## src/core/ccu_pkg.sv

```systemverilog
// constants, field layouts and carrier types of the capture/compare unit
`default_nettype none
package ccu_pkg;
   // word-aligned byte offsets on the register bus
   localparam logic [7:0] CCU_OFF_CONTROL = 8'h00;
   localparam logic [7:0] CCU_OFF_DATA_LOW = 8'h04;
   localparam logic [7:0] CCU_OFF_DATA_HIGH = 8'h08;
   localparam logic [7:0] CCU_OFF_STATUS = 8'h0C;
   localparam logic [7:0] CCU_OFF_CONFIG = 8'h10;

   // unit_control fields
   localparam int CCU_MODE_LSB = 0;
   localparam int CCU_DUTY_LSB = 4;
   localparam logic [7:0] CCU_CONTROL_WMASK = 8'h3F;
   localparam logic [7:0] CCU_CONTROL_RESET = 8'h00;

   // unit_status fields
   localparam int CCU_ST_FLAG = 0;
   localparam int CCU_ST_LATCH = 1;
   localparam int CCU_ST_TIMER3 = 2;
   localparam int CCU_ST_PRESC_LSB = 4;

   // unit_config fields
   localparam int CCU_CF_PORT_LATCH = 0;
   localparam int CCU_CF_PIN_DRIVE = 1;
   localparam int CCU_CF_SEL_LOW = 2;
   localparam int CCU_CF_SEL_HIGH = 3;
   localparam int CCU_CF_ROUTE = 4;
   localparam int CCU_CF_MCU_MODE = 5;
   localparam logic [7:0] CCU_CONFIG_WMASK = 8'h3F;
   localparam logic [7:0] CCU_CONFIG_RESET = 8'h10;

   // mode codes
   localparam logic [3:0] CCU_M_OFF = 4'h0;
   localparam logic [3:0] CCU_M_CMP_TOGGLE = 4'h2;
   localparam logic [3:0] CCU_M_CAP_FALL = 4'h4;
   localparam logic [3:0] CCU_M_CAP_RISE = 4'h5;
   localparam logic [3:0] CCU_M_CAP_RISE4 = 4'h6;
   localparam logic [3:0] CCU_M_CAP_RISE16 = 4'h7;
   localparam logic [3:0] CCU_M_CMP_SET = 4'h8;
   localparam logic [3:0] CCU_M_CMP_CLEAR = 4'h9;
   localparam logic [3:0] CCU_M_CMP_SOFT = 4'hA;
   localparam logic [3:0] CCU_M_CMP_TRIG = 4'hB;

   // prescaler terminal counts
   localparam int CCU_PRESC_W = 4;
   localparam logic [3:0] CCU_PRESC_4_LAST = 4'h3;
   localparam logic [3:0] CCU_PRESC_16_LAST = 4'hF;
   localparam logic [3:0] CCU_PRESC_4_MASK = 4'h3;

   // timer select layouts
   localparam logic [1:0] CCU_SEL_ALL_T1 = 2'h0;
   localparam logic [1:0] CCU_SEL_U1_T1 = 2'h1;
   localparam logic [1:0] CCU_SEL_U12_T1 = 2'h2;
   localparam logic [1:0] CCU_SEL_ALL_T3 = 2'h3;

   // unit numbering and pin slots
   localparam int CCU_UNIT_E1 = 0;
   localparam int CCU_UNIT_E2 = 1;
   localparam int CCU_PIN_DEFAULT = 0;
   localparam int CCU_PIN_ALT_MCU = 1;
   localparam int CCU_PIN_ALT_OTHER = 2;
   localparam int CCU_PINS = 3;

   // two candidate time bases, same clock domain
   typedef struct packed {
      logic [15:0] timer_one_count;
      logic [15:0] timer_three_count;
   } ccu_time_base_t;

   // one-cycle requests to the timers
   typedef struct packed {
      logic special_trigger;
      logic reset_timer_one;
      logic reset_timer_three;
   } ccu_trigger_t;
endpackage
`default_nettype wire

```

## src/core/ccu_unit.sv

```systemverilog
// capture/compare unit with a classic wishbone register slave
//
// Chosen here: the register offsets and the Wishbone interface to the registers.
`default_nettype none
module ccu_unit #(
   parameter int UNIT_ID = 0
) (
   // clock and reset
   input wire logic clk,
   input wire logic rst_b,
   // wishbone slave
   input wire logic wb_cyc_i,
   input wire logic wb_stb_i,
   input wire logic wb_we_i,
   input wire logic [7:0] wb_adr_i,
   input wire logic [3:0] wb_sel_i,
   input wire logic [31:0] wb_dat_i,
   output logic [31:0] wb_dat_o,
   output logic wb_ack_o,
   // time bases and timer requests
   input wire ccu_pkg::ccu_time_base_t time_base,
   output ccu_pkg::ccu_trigger_t trigger,
   // unit pin slots
   input wire logic [2:0] unit_pin_in,
   output logic [2:0] unit_pin_out,
   output logic [2:0] unit_pin_oe,
   // status levels
   output logic unit_event_flag,
   output logic timer_three_in_use
);
   logic [7:0] control_reg;
   logic [7:0] data_low_reg;
   logic [7:0] data_high_reg;
   logic [7:0] config_reg;
   logic flag_reg;
   logic latch_reg;
   logic [3:0] presc_reg;
   logic [2:0] pin_meta_reg;
   logic [2:0] pin_sync_reg;
   logic level_prev_reg;
   logic match_prev_reg;
   logic ack_reg;
   logic [31:0] rdata_reg;
   ccu_pkg::ccu_trigger_t trig_reg;
   logic [2:0] pin_out_reg;
   logic [2:0] pin_oe_reg;
   logic flag_out_reg;
   logic t3_out_reg;

   // true when this unit sits on timer three under the given layout
   function automatic logic uses_timer_three(input logic [1:0] sel);
      logic r;
      r = 1'b0;
      case (sel)
         ccu_pkg::CCU_SEL_ALL_T1: r = 1'b0;
         ccu_pkg::CCU_SEL_U1_T1: r = (UNIT_ID != ccu_pkg::CCU_UNIT_E1);
         ccu_pkg::CCU_SEL_U12_T1: r = (UNIT_ID > ccu_pkg::CCU_UNIT_E2);
         ccu_pkg::CCU_SEL_ALL_T3: r = 1'b1;
         default: r = 1'b0;
      endcase
      return r;
   endfunction

   // pin slot in use; only enhanced unit two can be rerouted
   function automatic logic [1:0] pin_slot(input logic route, input logic mcu);
      logic [1:0] s;
      s = 2'(ccu_pkg::CCU_PIN_DEFAULT);
      if ((UNIT_ID == ccu_pkg::CCU_UNIT_E2) && !route) begin
         s = mcu ? 2'(ccu_pkg::CCU_PIN_ALT_MCU) : 2'(ccu_pkg::CCU_PIN_ALT_OTHER);
      end
      return s;
   endfunction

   logic [3:0] mode;
   logic mode_off;
   logic mode_capture;
   logic mode_compare;
   logic [1:0] timer_sel;
   logic use_t3;
   logic [15:0] base_count;
   logic [15:0] data_word;
   logic [1:0] slot;
   logic pin_driven;
   logic edge_level;
   logic rise;
   logic fall;
   logic match;
   logic match_event;
   logic capture_event;
   logic compare_event;
   logic bus_req;
   logic bus_wr;
   logic [3:0] wr_mode;
   logic mode_write;
   logic presc_mode;

   assign mode = control_reg[ccu_pkg::CCU_MODE_LSB +: 4];
   assign mode_off = (mode == ccu_pkg::CCU_M_OFF);
   assign mode_capture = (mode[3:2] == ccu_pkg::CCU_M_CAP_FALL[3:2]);
   // 11xx is pwm, neither capture nor compare here
   // 10xx compare group shares its top bits with 1000
   assign mode_compare = (mode == ccu_pkg::CCU_M_CMP_TOGGLE) ||
      (mode[3:2] == ccu_pkg::CCU_M_CMP_SET[3:2]);
   // only the two prescaled codes advance the edge counter
   assign presc_mode = (mode == ccu_pkg::CCU_M_CAP_RISE4) ||
      (mode == ccu_pkg::CCU_M_CAP_RISE16);
   assign timer_sel = {config_reg[ccu_pkg::CCU_CF_SEL_HIGH], config_reg[ccu_pkg::CCU_CF_SEL_LOW]};
   // select bits pick the time base
   assign use_t3 = uses_timer_three(timer_sel);
   // capture/compare only ever sees timer one or three
   assign base_count = use_t3 ? time_base.timer_three_count : time_base.timer_one_count;
   assign data_word = {data_high_reg, data_low_reg};
   // route bit and memory mode pick the pin
   assign slot = pin_slot(config_reg[ccu_pkg::CCU_CF_ROUTE], config_reg[ccu_pkg::CCU_CF_MCU_MODE]);
   assign pin_driven = config_reg[ccu_pkg::CCU_CF_PIN_DRIVE];

   // limitation: flipping drive or route can itself look like a pin edge
   // a driven pin shows the port latch to the edge detector
   assign edge_level = pin_driven ? config_reg[ccu_pkg::CCU_CF_PORT_LATCH] : pin_sync_reg[slot];
   assign rise = edge_level && !level_prev_reg;
   assign fall = !edge_level && level_prev_reg;

   // match held over many cycles while the timer stalls; act on its first cycle only
   assign match = mode_compare && (base_count == data_word);
   assign match_event = match && !match_prev_reg;
   assign compare_event = match_event;

   always_comb begin
      capture_event = 1'b0;
      case (mode)
         ccu_pkg::CCU_M_CAP_FALL: capture_event = fall;
         ccu_pkg::CCU_M_CAP_RISE: capture_event = rise;
         ccu_pkg::CCU_M_CAP_RISE4: begin
            capture_event = rise && ((presc_reg & ccu_pkg::CCU_PRESC_4_MASK) ==
               ccu_pkg::CCU_PRESC_4_LAST);
         end
         ccu_pkg::CCU_M_CAP_RISE16: begin
            capture_event = rise && (presc_reg == ccu_pkg::CCU_PRESC_16_LAST);
         end
         default: capture_event = 1'b0;
      endcase
   end

   // ack in the term keeps a strobe held past ack from being taken twice
   assign bus_req = wb_cyc_i && wb_stb_i && !ack_reg;
   assign bus_wr = bus_req && wb_we_i && wb_sel_i[0];
   // mode field of a control write that changes the mode
   assign wr_mode = wb_dat_i[ccu_pkg::CCU_MODE_LSB +: 4];
   assign mode_write = bus_wr && (wb_adr_i == ccu_pkg::CCU_OFF_CONTROL) && (wr_mode != mode);

   // pin synchroniser; first stage read only by the second
   always_ff @(posedge clk or negedge rst_b) begin
      if (!rst_b) begin
         pin_meta_reg <= 3'h0;
         pin_sync_reg <= 3'h0;
      end else begin
         pin_meta_reg <= unit_pin_in;
         pin_sync_reg <= pin_meta_reg;
      end
   end

   // edge and match history
   always_ff @(posedge clk or negedge rst_b) begin
      if (!rst_b) begin
         level_prev_reg <= 1'b0;
         match_prev_reg <= 1'b0;
      end else if (mode_off) begin
         level_prev_reg <= edge_level;
         match_prev_reg <= 1'b0;
      end else begin
         level_prev_reg <= edge_level;
         match_prev_reg <= match;
      end
   end

   // cleared whenever off or outside capture
   // no clear on a direct switch between prescale codes
   always_ff @(posedge clk or negedge rst_b) begin
      if (!rst_b) begin
         presc_reg <= 4'h0;
      end else if (mode_off || !mode_capture) begin
         presc_reg <= 4'h0;
      end else if (rise && presc_mode) begin
         presc_reg <= presc_reg + 4'h1;
      end
   end

   // duty low bits stored in all modes
   always_ff @(posedge clk or negedge rst_b) begin
      if (!rst_b) begin
         control_reg <= ccu_pkg::CCU_CONTROL_RESET;
      end else if (bus_wr && wb_adr_i == ccu_pkg::CCU_OFF_CONTROL) begin
         control_reg <= wb_dat_i[7:0] & ccu_pkg::CCU_CONTROL_WMASK;
      end
   end

   always_ff @(posedge clk or negedge rst_b) begin
      if (!rst_b) begin
         config_reg <= ccu_pkg::CCU_CONFIG_RESET;
      end else if (bus_wr && wb_adr_i == ccu_pkg::CCU_OFF_CONFIG) begin
         // route and drive switch at once; turn the unit off first
         config_reg <= wb_dat_i[7:0] & ccu_pkg::CCU_CONFIG_WMASK;
      end
   end

   // later capture simply overwrites, hardware beats a same-cycle write
   always_ff @(posedge clk or negedge rst_b) begin
      if (!rst_b) begin
         data_low_reg <= 8'h00;
         data_high_reg <= 8'h00;
      end else if (capture_event) begin
         data_low_reg <= base_count[7:0];
         data_high_reg <= base_count[15:8];
      end else if (bus_wr && wb_adr_i == ccu_pkg::CCU_OFF_DATA_LOW) begin
         data_low_reg <= wb_dat_i[7:0];
      end else if (bus_wr && wb_adr_i == ccu_pkg::CCU_OFF_DATA_HIGH) begin
         data_high_reg <= wb_dat_i[7:0];
      end
   end

   // set by hardware, cleared only by a one written to status; set wins
   always_ff @(posedge clk or negedge rst_b) begin
      if (!rst_b) begin
         flag_reg <= 1'b0;
      end else if (capture_event || compare_event) begin
         flag_reg <= 1'b1;
      end else if (bus_wr && wb_adr_i == ccu_pkg::CCU_OFF_STATUS &&
                   wb_dat_i[ccu_pkg::CCU_ST_FLAG]) begin
         flag_reg <= 1'b0;
      end
   end

   // compare output latch
   always_ff @(posedge clk or negedge rst_b) begin
      if (!rst_b) begin
         latch_reg <= 1'b0;
      end else if (mode_write) begin
         // entry beats the off clear, else 1001 written from off would start low
         // entering set mode starts low
         latch_reg <= (wr_mode == ccu_pkg::CCU_M_CMP_CLEAR);
      end else if (mode_off) begin
         // latch back to its default low
         latch_reg <= 1'b0;
      end else if (compare_event) begin
         case (mode)
            ccu_pkg::CCU_M_CMP_TOGGLE: latch_reg <= !latch_reg;
            ccu_pkg::CCU_M_CMP_SET: latch_reg <= 1'b1;
            ccu_pkg::CCU_M_CMP_CLEAR: latch_reg <= 1'b0;
            default: latch_reg <= latch_reg;
         endcase
      end
   end

   // registered so each timer sees a clean single-cycle request
   // one-cycle trigger in trigger mode only
   // reset only the timer that is this unit's base
   always_ff @(posedge clk or negedge rst_b) begin
      if (!rst_b) begin
         trig_reg <= '0;
      end else begin
         trig_reg.special_trigger <= compare_event && (mode == ccu_pkg::CCU_M_CMP_TRIG);
         trig_reg.reset_timer_one <= compare_event && (mode == ccu_pkg::CCU_M_CMP_TRIG) &&
            !use_t3;
         trig_reg.reset_timer_three <= compare_event && (mode == ccu_pkg::CCU_M_CMP_TRIG) &&
            use_t3;
      end
   end

   // pin drive: compare latch owns the pin in modes 0010, 1000, 1001
   always_ff @(posedge clk or negedge rst_b) begin
      if (!rst_b) begin
         pin_out_reg <= 3'h0;
         pin_oe_reg <= 3'h0;
      end else begin
         pin_out_reg <= 3'h0;
         pin_oe_reg <= 3'h0;
         pin_oe_reg[slot] <= pin_driven;
         if (mode == ccu_pkg::CCU_M_CMP_TOGGLE || mode == ccu_pkg::CCU_M_CMP_SET ||
             mode == ccu_pkg::CCU_M_CMP_CLEAR) begin
            pin_out_reg[slot] <= latch_reg;
         end else begin
            pin_out_reg[slot] <= config_reg[ccu_pkg::CCU_CF_PORT_LATCH];
         end
      end
   end

   always_ff @(posedge clk or negedge rst_b) begin
      if (!rst_b) begin
         flag_out_reg <= 1'b0;
         t3_out_reg <= 1'b0;
      end else begin
         // software sees the flag one cycle after it is set or cleared
         flag_out_reg <= flag_reg;
         t3_out_reg <= use_t3;
      end
   end

   // wishbone: answer one cycle after the request, unmapped reads zero
   always_ff @(posedge clk or negedge rst_b) begin
      if (!rst_b) begin
         ack_reg <= 1'b0;
         rdata_reg <= 32'h0000_0000;
      end else begin
         ack_reg <= bus_req;
         rdata_reg <= 32'h0000_0000;
         if (bus_req && !wb_we_i) begin
            case (wb_adr_i)
               // readable control with zero top bits
               ccu_pkg::CCU_OFF_CONTROL: rdata_reg[7:0] <= control_reg;
               ccu_pkg::CCU_OFF_DATA_LOW: rdata_reg[7:0] <= data_low_reg;
               ccu_pkg::CCU_OFF_DATA_HIGH: rdata_reg[7:0] <= data_high_reg;
               ccu_pkg::CCU_OFF_STATUS: begin
                  rdata_reg[ccu_pkg::CCU_ST_FLAG] <= flag_reg;
                  rdata_reg[ccu_pkg::CCU_ST_LATCH] <= latch_reg;
                  rdata_reg[ccu_pkg::CCU_ST_TIMER3] <= use_t3;
                  rdata_reg[ccu_pkg::CCU_ST_PRESC_LSB +: ccu_pkg::CCU_PRESC_W] <= presc_reg;
               end
               ccu_pkg::CCU_OFF_CONFIG: rdata_reg[7:0] <= config_reg;
               default: rdata_reg <= 32'h0000_0000;
            endcase
         end
      end
   end

   assign wb_ack_o = ack_reg;
   assign wb_dat_o = rdata_reg;
   assign trigger = trig_reg;
   assign unit_pin_out = pin_out_reg;
   assign unit_pin_oe = pin_oe_reg;
   assign unit_event_flag = flag_out_reg;
   assign timer_three_in_use = t3_out_reg;
endmodule
`default_nettype wire

```

## config.mk

```make
export PLATFORM = sky130hd
export DESIGN_NAME = ccu_unit
export DESIGN_NICKNAME = d
export VERILOG_FILES = /design/src/core/ccu_pkg.sv /design/src/core/ccu_unit.sv
export SDC_FILE = /design/constraint.sdc
export NUM_CORES = 1
export LEC_CHECK = 0
export ABC_AREA = 1
export BUFFER_PORTS_ARGS = -buffer_cell sky130_fd_sc_hd__buf_2
export CAP_MARGIN = 30
export CELL_PAD_IN_SITES_DETAIL_PLACEMENT = 0
export CELL_PAD_IN_SITES_GLOBAL_PLACEMENT = 2
export CORE_MARGIN = 5
export CORE_UTILIZATION = 30
export CTS_BUF_LIST = sky130_fd_sc_hd__clkbuf_4 sky130_fd_sc_hd__clkbuf_8
export CTS_CLUSTER_SIZE = 40
export DETAILED_ROUTE_END_ITERATION = 8
export PLACE_DENSITY = 0.95
export SKIP_LAST_GASP = 1
export SLEW_MARGIN = 30
export SYNTH_ARGS = -nofsm -noshare
export SYNTH_HDL_FRONTEND = slang
export SYNTH_SLANG_ARGS = --single-unit
```

## constraint.sdc

```tcl
create_clock -name clk -period 2.5 [get_ports clk]
set_clock_uncertainty 0.15 [all_clocks]
set_input_delay 0.625 -clock clk [delete_from_list [all_inputs] [get_ports clk]]
set_output_delay 0.625 -clock clk [all_outputs]
set_load 0.01 [all_outputs]
```

==> impl_metrics.env, run 1 <==
export IMPL_synthTopCellsByArea="dfrtp_1 37%, nand2_1 13%, inv_1 6.1%"
export IMPL_seqPwrFrac=0.532
export IMPL_peakVddDrop_mv=0.231
export IMPL_cts_max_level=2
export IMPL_synth_warnings=0
export IMPL_cts_setup_buffers=0
export IMPL_numPortBuffers=70
export IMPL_clk_pin_slew_ps=120
export IMPL_grt_setup_unrepaired="no"
export IMPL_timing_final_crit_share=0.875
export IMPL_die_area_um2=14200
export IMPL_crit_type="flop to flop"
export IMPL_start_util=0.309
export IMPL_track_usage=0.148
export IMPL_leakage_nw=2.15
export IMPL_antenna_found_initial=0
export IMPL_finalSetupTns_ps=0
export IMPL_p_sw_frac=0.302
export IMPL_cp_required_ps=2590
export IMPL_ys_seq_area_frac=0.379
export IMPL_slew_violations=0
export IMPL_place_gp_congestion=0.891
export IMPL_tightest_slew_ps=716
export IMPL_ctsHoldBuffers=0
export IMPL_yosysMostFrequentCell="nand2_1"
export IMPL_startpoint_type="flop"
export IMPL_drt_initial_drc_count=242
export IMPL_cts_sinks=54
export IMPL_internal_power_mw=1.19
export IMPL_max_stage_delay_ps=460
export IMPL_power_mw=1.71
export IMPL_synth_edf_count=0
export IMPL_core_um2=11600
export IMPL_cp_common_cell="nor2_2"
export IMPL_switchingPower_mw=0.514
export IMPL_wirelength_mm=10.7
export IMPL_io_pins=128
export IMPL_cts_root_buf="clkbuf_8"
export IMPL_die_w_um=119
export IMPL_power_density_nw_per_um2=421
export IMPL_rows=39
export IMPL_cp_end_kind="flop"
export IMPL_drive_gt1_frac=0.232
export IMPL_synthArstFlopShare=1.00
export IMPL_hold_path_class="input port to async pin"
export IMPL_critical_path_top_delay_family="simple AND/OR/NAND/NOR gates"
export IMPL_grt_pass1_vias=3290
export IMPL_pwr_share_clk=0.325
export IMPL_finalHoldViolCount=0
export IMPL_max_freq_mhz=457
export IMPL_tritoncts="yes"
export IMPL_status="finished, final reports clean"
export IMPL_synth_cell_area_um2=3570
export IMPL_post_route_min_period_ps=2190
export IMPL_syn_to_final_growth_pct=13.4
export IMPL_first_pass_iters=4
export IMPL_grt_max_degree=32
export IMPL_crit_fanout=25
export IMPL_cts_resized=0
export IMPL_yosys_area_top_type_share=0.371
export IMPL_synth_top_cells_by_count="124 x nand2_1, 58 x inv_1, 53 x dfrtp_1"
export IMPL_critical_path_arrival_ps=2280
export IMPL_slew_headroom=0.519
export IMPL_nNetsFinal=641
export IMPL_insertion_delay_ps=320
export IMPL_cp_slowest_cell="dfrtp_1"
export IMPL_antenna_cells=0
export IMPL_synth_avg_cell_area_um2=7.38
export IMPL_vias=3349
export IMPL_crit_chain="o21ai_2 > nor2_2 > nand2_2 > nor2_2 > nand2_1 > nand3_4 > nor2_1 > inv_1 > o21ai_0"
export IMPL_ys_seq_elements=54
export IMPL_synthFlopType="dfrtp_1"
export IMPL_grt_pass1_wl_mm=17.0
export IMPL_drv_cap=0
export IMPL_pwr_share_comb=0.143
export IMPL_overflow=0
export IMPL_cts_made_buffers=5
export IMPL_synth_cells=484
export IMPL_setup_violations=0
export IMPL_dieHeight_um=119
export IMPL_via_per_inst=4.78
export IMPL_holdWs_ps=137
export IMPL_antenna_left=0
export IMPL_yosys_area_top_type="dfrtp_1"
export IMPL_path_buf_inv=1
export IMPL_dp_hpwl_mm=8.38
export IMPL_route_detailed_drc=0
export IMPL_synth_cell_types=39
export IMPL_wl_per_cell_um=15.3
export IMPL_cts_buffer_depth=2
## layer usage
metal / track usage / share of wire / vias to the layer above
met3: 0.0190 / 0.074 / 10
met1: 0.218 / 0.47 / 1571
met2: 0.232 / 0.44 / 132
met5: 0 / 0 / -
li1: - / - / 1636
met4: 0.0319 / 0.011 / 0
## layout by cell type, fill, tap and decap left out, types with 2 or more instances in the layout
cell type	netlist	final
a21oi_1	12	12
a22oi_1	7	7
a31oi_1	5	5
buf_2	2	70
buf_4	28	7
clkbuf_8	0	5
conb_1	1	28
dfrtp_1	53	53
inv_1	58	58
inv_2	3	3
nand2_1	124	124
nand2_2	20	20
nand3_1	35	35
nand3_2	5	5
nand4_1	7	7
nor2_1	40	40
nor2_2	6	6
nor2_4	2	2
nor3_1	4	4
o211ai_1	10	10
o21ai_0	21	21
o21ai_1	6	6
o21ai_2	2	2
o22ai_1	4	4
xnor2_1	3	3
xor2_1	5	5
## cell type report
cell class | count | area [um^2]
clock inverter | 3 | 28.8
sequential | 54 | 1350
multi-input combinational | 356 | 1770
tap | 143 | 179
clock buffer | 5 | 68.8
inverter | 61 | 229
timing repair buffer | 78 | 423
fill | 1263 | 7510
## per-stage QoR
| stage | setup slack (ps) | util | cells | instance area, um^2 |
|---|---|---|---|---|
| floorplan | 545 | - | 511 | 3670 |
| global placement | 255 | 0.342 | 692 | 3960 |
| detailed placement | 218 | 0.342 | 692 | 3960 |
| CTS | 294 | 0.350 | 700 | 4050 |
| global route | 76.8 | 0.350 | 700 | 4050 |
| finish | 314 | 0.350 | 700 | 4050 |
## power by group through the flow
stage | clock (mW) | sequential (mW) | combinational (mW)
2_1_floorplan | 0 | 0.921 | 0.170
6_report | 0.554 | 0.908 | 0.244
3_5_place_dp | 0 | 0.925 | 0.244
5_1_grt | 0.595 | 0.910 | 0.277
4_1_cts | 0.559 | 0.908 | 0.244
3_3_place_gp | 0 | 0.924 | 0.239
## kinds of logic after synthesis
logic type | after synthesis | share of synthesized area
adder cells (fa/ha/maj) | 1 | 0.00350
buffers and inverters | 101 | 0.154
flip-flops | 54 | 0.379
AO/OA/AOI/OAI | 70 | 0.118
AND/OR/NAND/NOR | 249 | 0.326
other | 1 | 0.00105
XOR/XNOR | 8 | 0.0196
## worst reg2reg max path, cell delays in order (launching register included)
cell	delay, ps
dfrtp_1	460
o21ai_2	210
nor2_2	70
nand2_2	110
nor2_2	60
nand2_1	100
nand3_4	270
nor2_1	280
inv_1	200
o21ai_0	220
## worst paths after layout
| kind | start | to | slack (ps) | cells after the start |
|---|---|---|---|---|
| worst max-delay path | config_reg[1]$_DFFE_PN0P_ | data_high_reg[6]$_DFFE_PN0P_ | 310 | 9 |
| worst min-delay path | rst_b | wb_dat_o[1]$_DFF_PN0_ | 140 | 1 |
| worst max register to register | config_reg[1]$_DFFE_PN0P_ | data_high_reg[6]$_DFFE_PN0P_ | 310 | 9 |
| worst min register to register | pin_meta_reg[0]$_DFF_PN0_ | pin_sync_reg[0]$_DFF_PN0_ | 220 | 0 |
| max in group asynchronous | rst_b | match_prev_reg$_DFF_PN0_ | 1480 | 2 |
| min in group clk | pin_meta_reg[0]$_DFF_PN0_ | pin_sync_reg[0]$_DFF_PN0_ | 220 | 0 |
(Power assumes the default switching activity.)
==> run 2: changes to the inputs <==
- ABC_AREA: 1 -> 0
- CORE_UTILIZATION: 30 -> 32
==> run 2 against run 1 <==
Combinational power is 57% higher. Area after synthesis is 5.4% lower. Sequential cell count unchanged. Final cell count fell by 16%. Worst setup slack got worse by 280 ps. Clock power down 6.5%. Final area is 6.3% higher. Via count is 12% lower. Maximum frequency shrank 11%. Clock-buffer cell count grew 2. Sequential power is 5.7% higher. Largest power group unchanged.
==> impl_metrics.env, run 2 <==
export IMPL_synth_cells=347
export IMPL_die_w_um=113
export IMPL_synth_warnings=0
export IMPL_antenna_left=0
export IMPL_synth_avg_cell_area_um2=9.74
export IMPL_synthTopCellsByArea="dfrtp_1 39%, buf_4 6.2%, mux2i_1 5.9%"
export IMPL_cts_root_buf="clkbuf_8"
export IMPL_synthArstFlopShare=1.00
export IMPL_power_density_nw_per_um2=432
export IMPL_synthFlopType="dfrtp_1"
export IMPL_via_per_inst=5.01
export IMPL_io_pins=128
export IMPL_ys_seq_area_frac=0.400
export IMPL_grt_pass1_vias=2967
export IMPL_tritoncts="yes"
export IMPL_synth_cell_types=53
export IMPL_cts_sinks=54
export IMPL_yosys_area_top_type_share=0.392
export IMPL_numPortBuffers=70
export IMPL_dp_hpwl_mm=7.32
export IMPL_peakVddDrop_mv=0.200
export IMPL_crit_type="flop to flop"
export IMPL_seqPwrFrac=0.516
export IMPL_grt_max_degree=55
export IMPL_nNetsFinal=536
export IMPL_vias=2946
export IMPL_synth_cell_area_um2=3380
export IMPL_pwr_share_clk=0.278
export IMPL_drive_gt1_frac=0.376
export IMPL_overflow=0
export IMPL_ff2ff_setup_slack_ps=30
export IMPL_final_cell_mix="70 x buf_2, 51 x dfrtp_1, 40 x buf_4"
export IMPL_timing_final_crit_share=0.987
export IMPL_ctsHoldBuffers=0
export IMPL_internal_power_mw=1.33
export IMPL_cts_made_buffers=5
export IMPL_core_um2=10300
export IMPL_antenna_cells=0
export IMPL_p_sw_frac=0.286
export IMPL_syn_to_final_growth_pct=27.4
export IMPL_finalHoldViolCount=0
export IMPL_track_usage=0.150
export IMPL_post_route_min_period_ps=2470
export IMPL_cts_buffer_depth=2
export IMPL_clk_pin_slew_ps=100
export IMPL_slew_violations=0
export IMPL_dp_slack_ps=-373
export IMPL_route_detailed_drc=0
export IMPL_yosysMostFrequentCell="dfrtp_1"
export IMPL_rows=37
export IMPL_yosys_area_top_type="dfrtp_1"
export IMPL_hold_path_class="input port to async pin"
export IMPL_dieHeight_um=113
export IMPL_leakage_nw=2.14
export IMPL_die_area_um2=12700
export IMPL_max_freq_mhz=405
export IMPL_crit_fanout=6
export IMPL_wirelength_mm=9.81
export IMPL_final_common_cell="buf_2"
export IMPL_synth_edf_count=0
export IMPL_dpl_cell_area_um2=4040
export IMPL_n_fill_cell=1017
export IMPL_fin_util=0.417
export IMPL_fin_area_um2=4310
export IMPL_power_mw=1.86
export IMPL_grt_setup_unrepaired="yes"
export IMPL_grt_pass1_wl_mm=15.4
export IMPL_cp_end_kind="flop"
export IMPL_setup_violations=0
export IMPL_drt_initial_drc_count=161
export IMPL_critical_path_arrival_ps=2540
export IMPL_insertion_delay_ps=310
export IMPL_pwr_share_comb=0.205
export IMPL_drv_cap=0
export IMPL_start_util=0.327
export IMPL_place_gp_congestion=0.836
export IMPL_synth_top_cells_by_count="53 x dfrtp_1, 28 x buf_4, 27 x a21oi_1"
export IMPL_holdWs_ps=158
export IMPL_switchingPower_mw=0.533
export IMPL_first_pass_iters=4
export IMPL_ys_seq_elements=54
export IMPL_antenna_found_initial=0
export IMPL_wl_per_cell_um=16.7
export IMPL_cp_required_ps=2570
export IMPL_startpoint_type="flop"
export IMPL_fin_ws_ps=31.9
export IMPL_cts_max_level=2
export IMPL_status="finished, final reports clean"
==> run 2: per-stage QoR <==
stage / TNS, ps / instances
2_1_floorplan: -117 / 374
3_3_place_gp: -1430 / 575
3_5_place_dp: -1550 / 575
4_1_cts: 0 / 586
5_1_grt: -365 / 588
6_report: 0 / 588
==> run 2: metal layers <==
metal	wire, um	up-vias	GRT usage
li1	-	1402	-
met1	4600	1433	0.214
met2	4540	105	0.239
met3	633	6	0.0326
met4	38	0	0.0232
met5	0	-	0
==> run 2: critical path, stage by stage, from the launching register on <==
cell and delay [ps]:
dfrtp_2 440, nand2_8 110, inv_4 80, buf_4 100, o221a_2 170, a31oi_1 80, or4_4 540, or4_4 490
a211oi_1 220
==> run 2: cell families (layout without fill, tap and decap cells) <==
group           count (synthesis)  in the layout  synth area share
mux                            42             42             0.149
fa+ha+maj                       1              1           0.00370
simple gates                   99            100             0.157
flops                          54             54             0.400
xor+xnor                       20             20            0.0518
buf+inv                        58            135            0.0984
other cells                     1             28           0.00111
compound gates                 72             72             0.138
==> run 2: what timing repair did <==
| action | in CTS | in global routing |
|---|---|---|
| buffers inserted | 2 | 1 |
| cloned | 1 | 1 |
| endpoints found under the setup margin | 6 | 5 |
| pin swaps | 2 | 0 |
| gates resized for setup | 9 | 15 |
==> run 2: path summary, 6_finish.rpt <==
kind,end,from,cells after the start
min in group clk,pin_sync_reg[0]$_DFF_PN0_,pin_meta_reg[0]$_DFF_PN0_,0
max in group asynchronous,config_reg[4]$_DFFE_PN1P_,rst_b,2
setup / recovery,latch_reg$_DFFE_PN0P_,config_reg[3]$_DFFE_PN0P_,8
hold reg to reg,pin_sync_reg[0]$_DFF_PN0_,pin_meta_reg[0]$_DFF_PN0_,0
hold / removal,control_reg[5]$_DFFE_PN0P_,rst_b,2
setup reg to reg,latch_reg$_DFFE_PN0P_,config_reg[3]$_DFFE_PN0P_,8
==> run 2: power by group through the flow <==
stage	Clock (mW)	Combinational (mW)	Sequential (mW)
floorplan	0	0.232	0.963
finish	0.518	0.382	0.960
global route	0.570	0.423	0.966
CTS	0.534	0.369	0.957
global placement	0	0.360	0.972
detailed placement	0	0.364	0.974
==> run 2: layout make-up <==
class	instances	area, um^2	share of cell area
clock buffer	7	90.1	0.0209
inverter	13	51.3	0.0119
clock inverter	1	5.00	0.00116
timing repair buffer	114	722	0.168
multi-input combinational	263	1910	0.444
tap	136	170	0.0395
sequential	54	1360	0.315
